===== config.mk =====
export PLATFORM = sky130hd
export DESIGN_NAME = charger_status_watchdog_register
export DESIGN_NICKNAME = d
export VERILOG_FILES = /design/src/rtl/charger_status_watchdog_register.v
export VERILOG_INCLUDE_DIRS = /design/src /design/src/include
export SDC_FILE = /design/constraint.sdc
export NUM_CORES = 1
export LEC_CHECK = 0
export BUFFER_PORTS_ARGS = -buffer_cell sky130_fd_sc_hd__clkbuf_2
export CORE_ASPECT_RATIO = 1.2
export CORE_MARGIN = 2
export CORE_UTILIZATION = 65
export DETAILED_ROUTE_END_ITERATION = 7
export PLACE_DENSITY_LB_ADDON = 0.05
export RECOVER_POWER = 25
export SLEW_MARGIN = 20
export SYNTH_ARGS = -nofsm -noshare
export SYNTH_HDL_FRONTEND = slang
export SYNTH_SLANG_ARGS = --single-unit
export TNS_END_PERCENT = 30

===== constraint.sdc =====
create_clock -name clock_i -period 6.3 [get_ports clock_i]
set_clock_uncertainty 0.05 [all_clocks]
set_input_delay 0.63 -clock clock_i [delete_from_list [all_inputs] [get_ports clock_i]]
set_output_delay 0.63 -clock clock_i [all_outputs]
set_load 0.005 [all_outputs]

===== src/include/charger_consts.vh =====
// constants for the charger status and watchdog register block
`ifndef CHARGER_CONSTS_VH
`define CHARGER_CONSTS_VH
`define CLK_HZ            20000000
`define WD_TIMEOUT_S      50
`define SLAVE_ADDR        7'h6a
`define OFS_STATUS        8'h00
`define OFS_LIMIT         8'h01
`define UNMAPPED_READ     8'hff
`define BIT_WD_FLAG       7
`define BIT_WATCHDOG_ENABLE_BIT         6
`define BIT_REG_RESET     7
`define LIMIT_RESET       7'h0c
`define FAULT_NONE        4'h0
`define FAULT_IN_LDO_LOW  4'ha
`define FQ_DEPTH_LOG2     3
`endif


===== src/rtl/charger_status_watchdog_register.v =====
// status/watchdog register bank of a battery charger behind a serial two-wire slave
// Functional notes
// - watchdog expiry while enabled sets timeout flag
// - enable bit write one restarts, zero disables
// - two-bit charge state field, read only
// - four-bit fault code field, read only
// - faults queued; each status read shows next
// - queue empty, no active fault: reads zero
// - regulator low with input lockout gives 1010
// - status register resets with enable cleared
// - second register low nibble resets to 1100
// - watchdog times out fifty seconds after restart
// - any host write restarts the watchdog
// - expiry enters default mode, reloads limit default; enable bit kept
`timescale 1ns/1ps
`include "charger_consts.vh"
module charger_status_watchdog_register #(
    parameter [31:0] WD_CYCLES = `WD_TIMEOUT_S * `CLK_HZ
) (
    input  wire       clock_i,
    input  wire       sys_rst_i,
    input  wire       scl_i,
    input  wire       sda_i,
    output wire       sda_o,
    output wire       sda_oe_o,
    input  wire [1:0] charge_state_i,
    input  wire       fault_valid_i,
    input  wire [3:0] fault_code_i,
    input  wire       fault_active_i,
    input  wire       ldo_low_i,
    input  wire       input_uvlo_i,
    output wire       watchdog_timeout_flag_o,
    output wire       watchdog_enable_bit_o,
    output wire       default_mode_o,
    output wire [6:0] limit_control_o
);
    localparam [6:0] S_IDLE = 7'h01;
    localparam [6:0] S_ADDR = 7'h02;
    localparam [6:0] S_AACK = 7'h04;
    localparam [6:0] S_WR   = 7'h08;
    localparam [6:0] S_WACK = 7'h10;
    localparam [6:0] S_RD   = 7'h20;
    localparam [6:0] S_RACK = 7'h40;
    localparam       FQN    = 1 << `FQ_DEPTH_LOG2;
    // pin synchronisers: stage 1 feeds stage 2 only
    reg        scl_s1_q, scl_s2_q, scl_s3_q;
    reg        sda_s1_q, sda_s2_q, sda_s3_q;
    reg [6:0]  state_q;
    reg [3:0]  bit_cnt_q;
    reg [7:0]  shift_q;
    reg [7:0]  tx_q;
    reg [7:0]  ptr_q;
    reg        ptr_set_q;
    reg        rw_q;
    reg        sda_oe_q;
    reg        sda_low_q;
    reg        wr_stb_q;
    reg [7:0]  wr_addr_q;
    reg [7:0]  wr_data_q;
    reg        pop_q;
    reg        wd_flag_q;
    reg        watchdog_enable_bit_q;
    reg        wd_run_q;
    reg [31:0] wd_cnt_q;
    reg        default_q;
    reg [6:0]  limit_q;
    reg [3:0]  fq_mem_q [0:FQN-1];
    reg [`FQ_DEPTH_LOG2:0] fq_wr_q, fq_rd_q;
    reg [3:0]  last_code_q;
    reg        r7_cond_q;
    reg        r7_pend_q;
    reg        uvlo_q;
    wire start_w = scl_s2_q & sda_s3_q & ~sda_s2_q;
    wire stop_w  = scl_s2_q & ~sda_s3_q & sda_s2_q;
    wire rise_w  = scl_s2_q & ~scl_s3_q;
    wire fall_w  = ~scl_s2_q & scl_s3_q;
    wire fq_empty = (fq_wr_q == fq_rd_q);
    wire fq_full  = (fq_wr_q[`FQ_DEPTH_LOG2] != fq_rd_q[`FQ_DEPTH_LOG2]) &&
                    (fq_wr_q[`FQ_DEPTH_LOG2-1:0] == fq_rd_q[`FQ_DEPTH_LOG2-1:0]);
    wire [3:0] fq_head = fq_mem_q[fq_rd_q[`FQ_DEPTH_LOG2-1:0]];
    wire [3:0] fault_field = !fq_empty ? fq_head :
                             (fault_active_i ? last_code_q : `FAULT_NONE);
    // regulator low with input in lockout or just leaving it
    wire r7_cond = ldo_low_i & (input_uvlo_i | uvlo_q);
    wire r7_evt  = r7_cond & ~r7_cond_q;
    wire push_ext = fault_valid_i & ~fq_full;
    wire push_r7  = (r7_evt | r7_pend_q) & ~fault_valid_i & ~fq_full;
    function [7:0] read_mux;
        input [7:0] addr;
        begin
            case (addr)
                `OFS_STATUS: read_mux = {wd_flag_q, watchdog_enable_bit_q, charge_state_i, fault_field};
                `OFS_LIMIT:  read_mux = {1'b0, limit_q};
                default:     read_mux = `UNMAPPED_READ;
            endcase
        end
    endfunction
    always @(posedge clock_i) begin
        if (sys_rst_i) begin
            scl_s1_q <= 1'b1;
            scl_s2_q <= 1'b1;
            scl_s3_q <= 1'b1;
            sda_s1_q <= 1'b1;
            sda_s2_q <= 1'b1;
            sda_s3_q <= 1'b1;
        end else begin
            scl_s1_q <= scl_i;
            scl_s2_q <= scl_s1_q;
            scl_s3_q <= scl_s2_q;
            sda_s1_q <= sda_i;
            sda_s2_q <= sda_s1_q;
            sda_s3_q <= sda_s2_q;
        end
    end
    // serial slave engine: sample on scl rise, drive on scl fall
    always @(posedge clock_i) begin
        if (sys_rst_i) begin
            state_q   <= S_IDLE;
            bit_cnt_q <= 4'h0;
            shift_q   <= 8'h00;
            tx_q      <= 8'h00;
            ptr_q     <= 8'h00;
            ptr_set_q <= 1'b0;
            rw_q      <= 1'b0;
            sda_oe_q  <= 1'b0;
            sda_low_q <= 1'b0;
            wr_stb_q  <= 1'b0;
            wr_addr_q <= 8'h00;
            wr_data_q <= 8'h00;
            pop_q     <= 1'b0;
        end else begin
            sda_low_q <= 1'b0;
            wr_stb_q  <= 1'b0;
            pop_q     <= 1'b0;
            if (start_w) begin
                state_q   <= S_ADDR;
                bit_cnt_q <= 4'h0;
                ptr_set_q <= 1'b0;
                sda_oe_q  <= 1'b0;
            end else if (stop_w) begin
                state_q  <= S_IDLE;
                sda_oe_q <= 1'b0;
            end else if (rise_w) begin
                case (state_q)
                    S_ADDR, S_WR: begin
                        shift_q   <= {shift_q[6:0], sda_s2_q};
                        bit_cnt_q <= bit_cnt_q + 4'h1;
                    end
                    S_RD: bit_cnt_q <= bit_cnt_q + 4'h1;
                    S_RACK: begin
                        // a byte read completes here, acked or not
                        pop_q <= (ptr_q == `OFS_STATUS);
                        ptr_q <= ptr_q + 8'h01;
                        if (sda_s2_q) begin
                            state_q <= S_IDLE;
                        end
                    end
                    default: ;
                endcase
            end else if (fall_w) begin
                case (state_q)
                    S_ADDR: begin
                        if (bit_cnt_q == 4'h8) begin
                            if (shift_q[7:1] == `SLAVE_ADDR) begin
                                sda_oe_q <= 1'b1;
                                rw_q     <= shift_q[0];
                                state_q  <= S_AACK;
                            end else begin
                                state_q <= S_IDLE;
                            end
                        end
                    end
                    S_AACK: begin
                        bit_cnt_q <= 4'h0;
                        if (rw_q) begin
                            tx_q     <= read_mux(ptr_q);
                            sda_oe_q <= ~|(read_mux(ptr_q) & 8'h80); // pull low for a zero msb
                            state_q  <= S_RD;
                        end else begin
                            sda_oe_q <= 1'b0;
                            state_q  <= S_WR;
                        end
                    end
                    S_WR: begin
                        if (bit_cnt_q == 4'h8) begin
                            sda_oe_q <= 1'b1;
                            state_q  <= S_WACK;
                            if (!ptr_set_q) begin
                                ptr_q     <= shift_q;
                                ptr_set_q <= 1'b1;
                            end else begin
                                wr_stb_q  <= 1'b1;
                                wr_addr_q <= ptr_q;
                                wr_data_q <= shift_q;
                                ptr_q     <= ptr_q + 8'h01;
                            end
                        end
                    end
                    S_WACK: begin
                        sda_oe_q  <= 1'b0;
                        bit_cnt_q <= 4'h0;
                        state_q   <= S_WR;
                    end
                    S_RD: begin
                        if (bit_cnt_q == 4'h8) begin
                            sda_oe_q <= 1'b0;
                            state_q  <= S_RACK;
                        end else begin
                            tx_q     <= {tx_q[6:0], 1'b0};
                            sda_oe_q <= ~tx_q[6];
                        end
                    end
                    S_RACK: begin
                        tx_q      <= read_mux(ptr_q);
                        sda_oe_q  <= ~|(read_mux(ptr_q) & 8'h80);
                        bit_cnt_q <= 4'h0;
                        state_q   <= S_RD;
                    end
                    default: state_q <= S_IDLE;
                endcase
            end
        end
    end
    // watchdog and host registers
    always @(posedge clock_i) begin
        if (sys_rst_i) begin
            watchdog_enable_bit_q   <= 1'b0;
            wd_flag_q <= 1'b0;
            wd_run_q  <= 1'b0;
            wd_cnt_q  <= 32'h0000_0000;
            default_q <= 1'b1;
            limit_q   <= `LIMIT_RESET;
        end else begin
            if (wr_stb_q) begin
                wd_run_q  <= 1'b1;
                wd_cnt_q  <= 32'h0000_0000;
                default_q <= 1'b0;
                wd_flag_q <= 1'b0; // held until a host write re-arms the timer
                if (wr_addr_q == `OFS_STATUS) begin
                    watchdog_enable_bit_q <= wr_data_q[`BIT_WATCHDOG_ENABLE_BIT];
                end else if (wr_addr_q == `OFS_LIMIT) begin
                    if (wr_data_q[`BIT_REG_RESET]) begin
                        limit_q <= `LIMIT_RESET;
                        watchdog_enable_bit_q <= 1'b0;
                    end else begin
                        limit_q <= wr_data_q[6:0];
                    end
                end
            end else if (watchdog_enable_bit_q && wd_run_q) begin
                if (wd_cnt_q == WD_CYCLES - 32'd1) begin
                    wd_flag_q <= 1'b1;
                    wd_run_q  <= 1'b0;
                    default_q <= 1'b1;
                    limit_q   <= `LIMIT_RESET;
                end else begin
                    wd_cnt_q <= wd_cnt_q + 32'd1;
                end
            end
        end
    end
    // fault queue; a full queue drops new codes
    integer i;
    always @(posedge clock_i) begin
        if (sys_rst_i) begin
            for (i = 0; i < FQN; i = i + 1) begin
                fq_mem_q[i] <= `FAULT_NONE;
            end
            fq_wr_q     <= {(`FQ_DEPTH_LOG2+1){1'b0}};
            fq_rd_q     <= {(`FQ_DEPTH_LOG2+1){1'b0}};
            last_code_q <= `FAULT_NONE;
            r7_cond_q   <= 1'b0;
            r7_pend_q   <= 1'b0;
            uvlo_q      <= 1'b0;
        end else begin
            uvlo_q    <= input_uvlo_i;
            r7_cond_q <= r7_cond;
            r7_pend_q <= (r7_evt | r7_pend_q) & ~push_r7 & ~fq_full;
            if (push_ext || push_r7) begin
                fq_mem_q[fq_wr_q[`FQ_DEPTH_LOG2-1:0]] <= push_ext ? fault_code_i : `FAULT_IN_LDO_LOW;
                fq_wr_q <= fq_wr_q + 1'b1;
            end
            if (pop_q && !fq_empty) begin
                last_code_q <= fq_head;
                fq_rd_q     <= fq_rd_q + 1'b1;
            end
        end
    end
    assign sda_o                   = sda_low_q;
    assign sda_oe_o                = sda_oe_q;
    assign watchdog_timeout_flag_o = wd_flag_q;
    assign watchdog_enable_bit_o   = watchdog_enable_bit_q;
    assign default_mode_o          = default_q;
    assign limit_control_o         = limit_q;
endmodule


* After elaboration in Yosys (flattened, before gate mapping)
Memories as Yosys holds them, arrays and structs flattened. A register that Yosys moved wholly into a read port is not among the register bits.
Cells that the tools add are included.
** Storage, ports and cells
- Register bits after elaboration :: 119
- Bits of input ports :: 14
- Memories :: 1
- Output and inout bits :: 12
- RAM bits :: 32
- Logic and storage cells :: 218
** Memory list
- fq_mem_q :: words 8, width 4, rd ports 1, clocked after memory_dff 1, write ports 8, RTL line charger_status_watchdog_register.v:67 : reg [3:0] fq_mem_q [0:FQN-1];
** Cells by class
- Bitwise gates (word level) :: 32
- Equality and inequality tests :: 32
- Reductions and logical operators :: 44
- Muxes and demuxes :: 73
- Add/sub/neg operators :: 5
** Operators with widths (number)
- $mux 8 :: 19
- $mux 7 :: 14
- $pmux 7 s6 :: 1
- $add 32x1->32 const B :: 1
- $eq 32x30->1 const B :: 1
- $mux 4 :: 8
- $reduce_and 6->1 :: 4
- $mux 1 :: 21
- $pmux 7 s3 :: 1
- $reduce_and 7->1 :: 3
- $not 1->1 :: 17
- $eq 8x1->1 const B :: 2
- $logic_not 8->1 :: 2
- $ne 2x2->1 const B :: 8
- $pmux 8 s2 :: 1
- $reduce_bool 2->1 :: 8
- $ne 5x5->1 const B :: 3
- $eq 7x7->1 const B :: 2
- $and 1x1->1 :: 13
- $add 4x1->4 const B :: 3
- $mux 3 :: 4
- $reduce_and 4->1 :: 3
- $ne 3x3->1 const B :: 3
- $reduce_or 3->1 :: 3
- other kinds (30) :: 41

* Logic depth before layout (Yosys ltp)
Gate-level depths: netlist of run 1.
- Depth after elaboration :: 13
- Depth in mapped cells :: 10
- Gate-level depth less buffers :: 7

* Least setup slack after synthesis of run 1
Ideal clock, no wire load.
- Kind :: register -> register
- From :: reg state_q[1]
- To :: reg tx_q[0]
- Setup slack :: 4.037 ns
- Stages on the path, launching flop included :: 7
- Required time :: 6.133 ns
- Buffers on the path :: 1
- Setup time :: 0.117 ns
- Period minus slack after synthesis :: 2.263 ns
- Arrival time :: 2.096 ns
- Path through :: dfxtp_1 > buf_2 > or4_4 > or3_4 > a2111oi_4 > nor2_2 > a22o_1
** Between the ends
- Word-level cells in the longest chain between the ends :: 3
- Elaborated cells on any way between the ends :: 8
- Those cells by class :: 5 x eq/ne; 1 x mux; 2 x reduce/logical
** RTL lines
- start, declared :: RTL line charger_status_watchdog_register.v:48 : reg [6:0] state_q;
- start signal, assigned :: RTL line charger_status_watchdog_register.v:118 : state_q <= S_IDLE;
- start signal, assigned :: RTL line charger_status_watchdog_register.v:136 : state_q <= S_ADDR;
- start signal, assigned :: RTL line charger_status_watchdog_register.v:141 : state_q <= S_IDLE;
- $eq 7x6->1, or another cell as far along :: RTL line charger_status_watchdog_register.v:161 : case (state_q)
- $ne 2x2->1 (no source line) or $reduce_bool 3->1 (tied branches)
- $reduce_and 7->1 (no source line)
- end signal, assigned :: RTL line charger_status_watchdog_register.v:176 : tx_q <= read_mux(ptr_q);
- end signal, assigned :: RTL line charger_status_watchdog_register.v:209 : tx_q <= {tx_q[6:0], 1'b0};
- end signal, assigned :: RTL line charger_status_watchdog_register.v:214 : tx_q <= read_mux(ptr_q);
- end, declared :: RTL line charger_status_watchdog_register.v:51 : reg [7:0] tx_q;
Parallel ways exist; a longest one is shown, timed or not.
A chain may end at the register's enable or synchronous reset.

==> flow_summary.yaml, run 1 <==
outcome:
  status: "finished with violations"
  failed_checks: "max-capacitance violations, max-slew violations"
drt:
  ant_nets: 0
  drc: 0
  first_iter_violations: 382
  wl_per_cell_microns: 18.4
  route.vias.total: 6221
  routed_via_density: 6.37
  routed_wl_mm: 18.0
  drtPass1Iterations: 5
synth:
  ys_types: 73
  avgSynthCellArea_sq_um: 9.33
  ys_ff_latch: 154
  synth_top_area_frac: 0.325
  synth_area_leaders: "dfxtp_1, edfxtp_1, nor2_1"
  synth.largest_area_cell: "dfxtp_1"
  yosysSeqAreaShare: 0.453
  yosys_most_used_dff: "dfxtp_1"
  synth_cells: 805
  synth_warnings: 0
  async_flop_share: 0
  synth_nets: 829
  synth_area_sq_um: 7510
  synth_edf_count: 32
cts:
  cts_hold_buffers: 0
  postCtsSetupBuffers: 0
  htree_levels: 4
  cts.sinks: 154
  cts_root_buffer: "clkbuf_16"
  tritoncts: "yes"
  cts_resized: 0
  clockBufferDepth: 2
  clk_latency_ns: 0.43
  cts_buffers: 17
  cts.reportedPaths.clkPinSlew_ns: 0.06
min_path:
  hold_path.class: "primary input to register"
sta:
  finalHoldViolations: 0
  finalSetupViolations: 0
  grt_setup_unrepaired: "false"
  slew_headroom: -0.122
  slew_violations: 43
  hold_slack_ns: 0.341
  period_share: 0.518
  fin_tns_setup_ns: 0
  worst_pin_slew_ns: 1.68
  fmax_ghz: 0.306
  worst_slack_ns: 3.04
  min_period_ns: 3.26
global_routing:
  grt_max_degree: 43
  grt_use_total: 0.308
  antenna_found_initial: 0
  grt_pass1_vias: 5904
  grt_first_pass_wirelength_mm: 29.7
  globalRoute.totalOverflow: 0
power_and_ir_drop:
  p_comb_frac: 0.045
  powerDensity_nw_per_um2: 266
  ir_drop_mv: 0.221
  swShare: 0.217
  p_switching_mw: 0.478
  total_power_mw: 2.20
  internal_power_mw: 1.72
  p_seq_frac: 0.473
  p_leak_nw: 2.85
  pwr-share-clk: 0.482
placed_design:
  post-dp-hpwl_mm: 12.6
  pre_cts_slack_ns: 3.57
  portBuffers: 24
  place_congestion: 0.933
final_layout:
  nFillCells: 885
  nets: 831
  diodes: 0
  layout_commonest_cell: "dfxtp_1"
  layout_common_cells: "dfxtp_1, nor2_1, a21oi_1"
  syn_to_final_growth_pct: 10.0
  drive_gt1_frac: 0.0915
floorplanning:
  placement_rows: 43
  die_y_microns: 122
  dieArea_sq_um: 12400
  fp.coreArea_sq_um: 11400
  start_util: 0.658
  die_w_microns: 102
  ios: 26
setup_path:
  start_kind: "primary input"
  crit_arrival_ns: 3.37
  cp_max_fo: 42
  cp-end-kind: "register"
  critical_path_required_ns: 6.41
  reg2reg_slack_ns: 3.45
  critPathKind: "primary input to register"
job:
  drv_cap: 1
state kept, by name, indices dropped and copies added (netlist names), 7 cells and up, named ones only:
register and count:
fq_mem_q 32, wd_cnt_q 32, ptr_q 8, shift_q 8
wr_addr_q 8, wr_data_q 8, limit_control_o 7, state_q 7
tx_q 7
area by class of cell:
cell class / instances / area [sq um] / share of cell area
Clock buffer: 20 / 437 / 0.0528
Tap cell: 157 / 196 / 0.0238
Multi-Input combinational cell: 588 / 3860 / 0.467
Inverter: 19 / 71.3 / 0.00863
Timing Repair Buffer: 27 / 124 / 0.0150
Clock inverter: 12 / 174 / 0.0210
Sequential cell: 154 / 3400 / 0.412
through the flow:
| step | cells | area (sq um) | utilization |
|---|---|---|---|
| 2_1_floorplan | 805 | 7510 | - |
| 3_3_place_gp | 945 | 7660 | 0.672 |
| 3_5_place_dp | 945 | 7660 | 0.672 |
| 4_1_cts | 977 | 8280 | 0.726 |
| 5_1_grt | 977 | 8260 | 0.724 |
| 6_report | 977 | 8260 | 0.724 |
kinds of logic (layout without fill, tap and decap cells):
kind of cell,count (synthesis),in the layout,synth area share
DFF,154,154,0.453
AOI/OAI and AO/OA,159,159,0.141
other,1,1,0.000499
buffers and inverters,63,78,0.0338
and+or+nand+nor,354,354,0.260
xor gates and xnor gates,20,20,0.0233
muxes,44,44,0.0720
adders and majority gates,10,10,0.0167
path summary, 6_finish.rpt:
| path | start | end | cells past startpoint |
|---|---|---|---|
| worst max-delay path | sys_rst_i | fq_mem_q[2][0] | 5 |
| worst min-delay path | sda_i | sda_s1_q | 2 |
| worst max register to register | scl_s2_q | ptr_q[0] | 7 |
| worst min register to register | scl_s1_q | scl_s2_q | 1 |
cells in the mapped netlist, types with 4 or more instances:
cell type,number
a211oi_1,8
buf_1,4
xnor2_1,10
a211o_1,4
xor2_1,10
nor3_1,16
nand3_1,25
nor2b_1,7
mux2i_1,36
edfxtp_1,32
a21oi_1,52
and4_1,5
nand4_1,18
and2_1,7
a31oi_1,4
o21ai_0,30
or2_2,10
nor2_1,104
mux4_2,8
ha_1,10
dfxtp_1,122
nand2b_1,18
o31ai_1,11
buf_2,5
nand2_1,40
clkbuf_1,33
or4_1,19
inv_1,18
a22o_1,9
nor4_1,17
or3_1,18
nand4b_1,10
o211ai_1,4
nor4b_1,4
and3_1,12
metal layers:
metal | GRT usage | part of all wire | up-vias | routed length (microns)
met3 | 0.0803 | 0.058 | 31 | 1050
met1 | 0.406 | 0.43 | 2999 | 7770
met5 | 0 | 0 | - | 0
met4 | 0.110 | 0.019 | 0 | 340
met2 | 0.491 | 0.49 | 196 | 8810
li1 | - | - | 2995 | -
critical path: stages:
cell and delay (ns):
clkbuf_1 0.64, clkbuf_1 1.28, nor2_1 0.23, nand4b_1 0.37, nand2b_1 0.20
power by group through the flow:
stage                     logic (mW)  clock network [mW]  registers, mW
after CTS                      0.100                1.07           1.04
after global routing           0.110                1.11           1.04
after global placement        0.0954                   0           1.06
after floorplan               0.0797                   0           1.05
after detailed placement      0.0993                   0           1.06
final                         0.0997                1.06           1.04
Note: power is estimated with default switching activity, not from simulation.
==> inputs of run 2 (changes only) <==
--- a/config.mk
+++ b/config.mk
@@ -9,7 +9,7 @@
 export BUFFER_PORTS_ARGS = -buffer_cell sky130_fd_sc_hd__clkbuf_2
 export CORE_ASPECT_RATIO = 1.2
 export CORE_MARGIN = 2
-export CORE_UTILIZATION = 65
+export CORE_UTILIZATION = 62
 export DETAILED_ROUTE_END_ITERATION = 7
 export PLACE_DENSITY_LB_ADDON = 0.05
 export RECOVER_POWER = 25
==> constraint.sdc (replaced) <==
create_clock -name clock_i -period 3.2 [get_ports clock_i]
set_clock_uncertainty 0.05 [all_clocks]
set_input_delay 0.32 -clock clock_i [delete_from_list [all_inputs] [get_ports clock_i]]
set_output_delay 0.32 -clock clock_i [all_outputs]
set_load 0.005 [all_outputs]
==> flow_summary.yaml, run 2 (same netlist as run 1, synthesis figures left out) <==
outcome:
  status: "finished clean"
cts:
  cts_hold_buffers: 0
  htree_levels: 4
  cts.reportedPaths.clkPinSlew_ns: 0.06
  cts_root_buffer: "clkbuf_16"
  clockBufferDepth: 2
  postCtsSetupBuffers: 0
  clk_latency_ns: 0.43
  cts_resized: 0
  cts_buffers: 17
  cts.sinks: 154
  tritoncts: "yes"
setup_path:
  path_buf_inv: 1
  critPathSlowestCell: "nor4_1"
  critical_path_required_ns: 3.51
  start_kind: "register"
  cp_max_fo: 14
  path_cells: "ha_1 > clkinv_1 > nor4_1 > o21ai_1 > or3_1 > a31oi_1"
  cp-end-kind: "register"
  critPathMaxStageDelay_ns: 0.53
  crit_family: "simple AND/OR/NAND/NOR gates"
  crit_arrival_ns: 3.06
  critPathKind: "register to register"
drt:
  route.vias.total: 6291
  first_iter_violations: 446
  ant_nets: 0
  drc: 0
  wl_per_cell_microns: 18.1
  routed_wl_mm: 17.9
  drtPass1Iterations: 5
  routed_via_density: 6.35
final_layout:
  layout_common_cells: "dfxtp_1, nor2_1, a21oi_1"
  layout_commonest_cell: "dfxtp_1"
  final_cells: 990
  nFillCells: 927
  top_regs: "fq_mem_q: 32 flops, wd_cnt_q: 32 flops"
  nets: 840
  syn_to_final_growth_pct: 11.2
  diodes: 0
  drive_gt1_frac: 0.107
placed_design:
  place_congestion: 0.911
  post-dp-hpwl_mm: 12.7
  portBuffers: 24
  dp_cells: 958
global_routing:
  grt_first_pass_wirelength_mm: 29.8
  grt_max_degree: 37
  antenna_found_initial: 0
  globalRoute.totalOverflow: 0
  grt_pass1_vias: 5999
  grt_use_total: 0.285
sta:
  fmax_ghz: 0.364
  worst_pin_slew_ns: 1.47
  period_share: 0.860
  slew_violations: 0
  min_period_ns: 2.75
  grt_setup_unrepaired: "false"
  finalSetupViolations: 0
  fin_tns_setup_ns: 0
  slew_headroom: 0.0190
  finalHoldViolations: 0
floorplanning:
  ios: 26
  fp.coreArea_sq_um: 11900
  die_w_microns: 104
  start_util: 0.629
  placement_rows: 44
  dieArea_sq_um: 13000
  die_y_microns: 125
power_and_ir_drop:
  p_leak_nw: 2.90
  powerDensity_nw_per_um2: 530
  ir_drop_mv: 0.423
min_path:
  hold_path.class: "primary input to register"
job:
  drv_cap: 0
==> run 2: cell types whose count changed in the layout (fill, tap and decap cells not counted), moves of 2 or more <==
| cell | delta |
|---|---|
| buf_4 | +9 |
| clkbuf_1 | -7 |
| clkbuf_2 | +4 |
| clkinvlp_2 | -3 |
| inv_6 | +3 |
| and2_0 | -2 |
| and2_1 | +2 |
==> run 2: through the flow <==
step	setup slack (ns)	area [sq um]	util	power, mW	hold slack [ns]
4_1_cts	0.489	8380	0.702	4.44	0.0170
6_report	0.449	8350	0.699	4.43	0.0218
3_3_place_gp	0.668	7740	0.648	2.28	0.343
5_1_grt	0.206	8350	0.699	4.55	0.0180
3_5_place_dp	0.547	7740	0.648	2.28	0.357
2_1_floorplan	0.937	7510	-	2.23	0.339
==> run 2: worst reg2reg max path: cells and delay by family, from the launching register on <==
family,cells,cell delay (ns)
and+or+nand+nor,2,0.97
AOI/OAI and AO/OA,2,0.60
DFF,1,0.45
adders and majority gates,1,0.33
buffers and inverters,1,0.28
==> run 2: final timing paths <==
kind	start	to	slack [ns]	cells past startpoint
min reg2reg	scl_s1_q	scl_s2_q	0.37	1
max reg2reg	scl_s2_q	ptr_q[0]	0.45	6
min	sda_i	sda_s1_q	0.02	2
max	scl_s2_q	ptr_q[0]	0.45	6
==> run 2: metal layers <==
layer  wire (microns)  vias to the layer above  global-route usage
met3              882                       40              0.0497
li1                 -                     3015                   -
met1             7490                     3032               0.354
met2             9110                      204               0.486
met5                0                        -                   0
met4              415                        0               0.122
==> run 2: power breakdown <==
part	switching (mW)	total [mW]	leakage, nW	internal (mW)
sequential	0.0297	2.05	1.32	2.02
clock	0.823	2.18	0.309	1.36
combinational	0.126	0.198	1.27	0.0727
total	0.979	4.43	2.90	3.45
==> run 2: area by class of cell <==
cell class | count | area, sq um | share of cell area
clock buffers | 19 | 454 | 0.0544
clock inverters | 13 | 189 | 0.0226
inverters | 19 | 71.3 | 0.00854
multi-input cells | 588 | 3840 | 0.459
flip-flops and latches | 154 | 3400 | 0.407
well taps | 161 | 201 | 0.0241
repair buffers | 36 | 196 | 0.0235
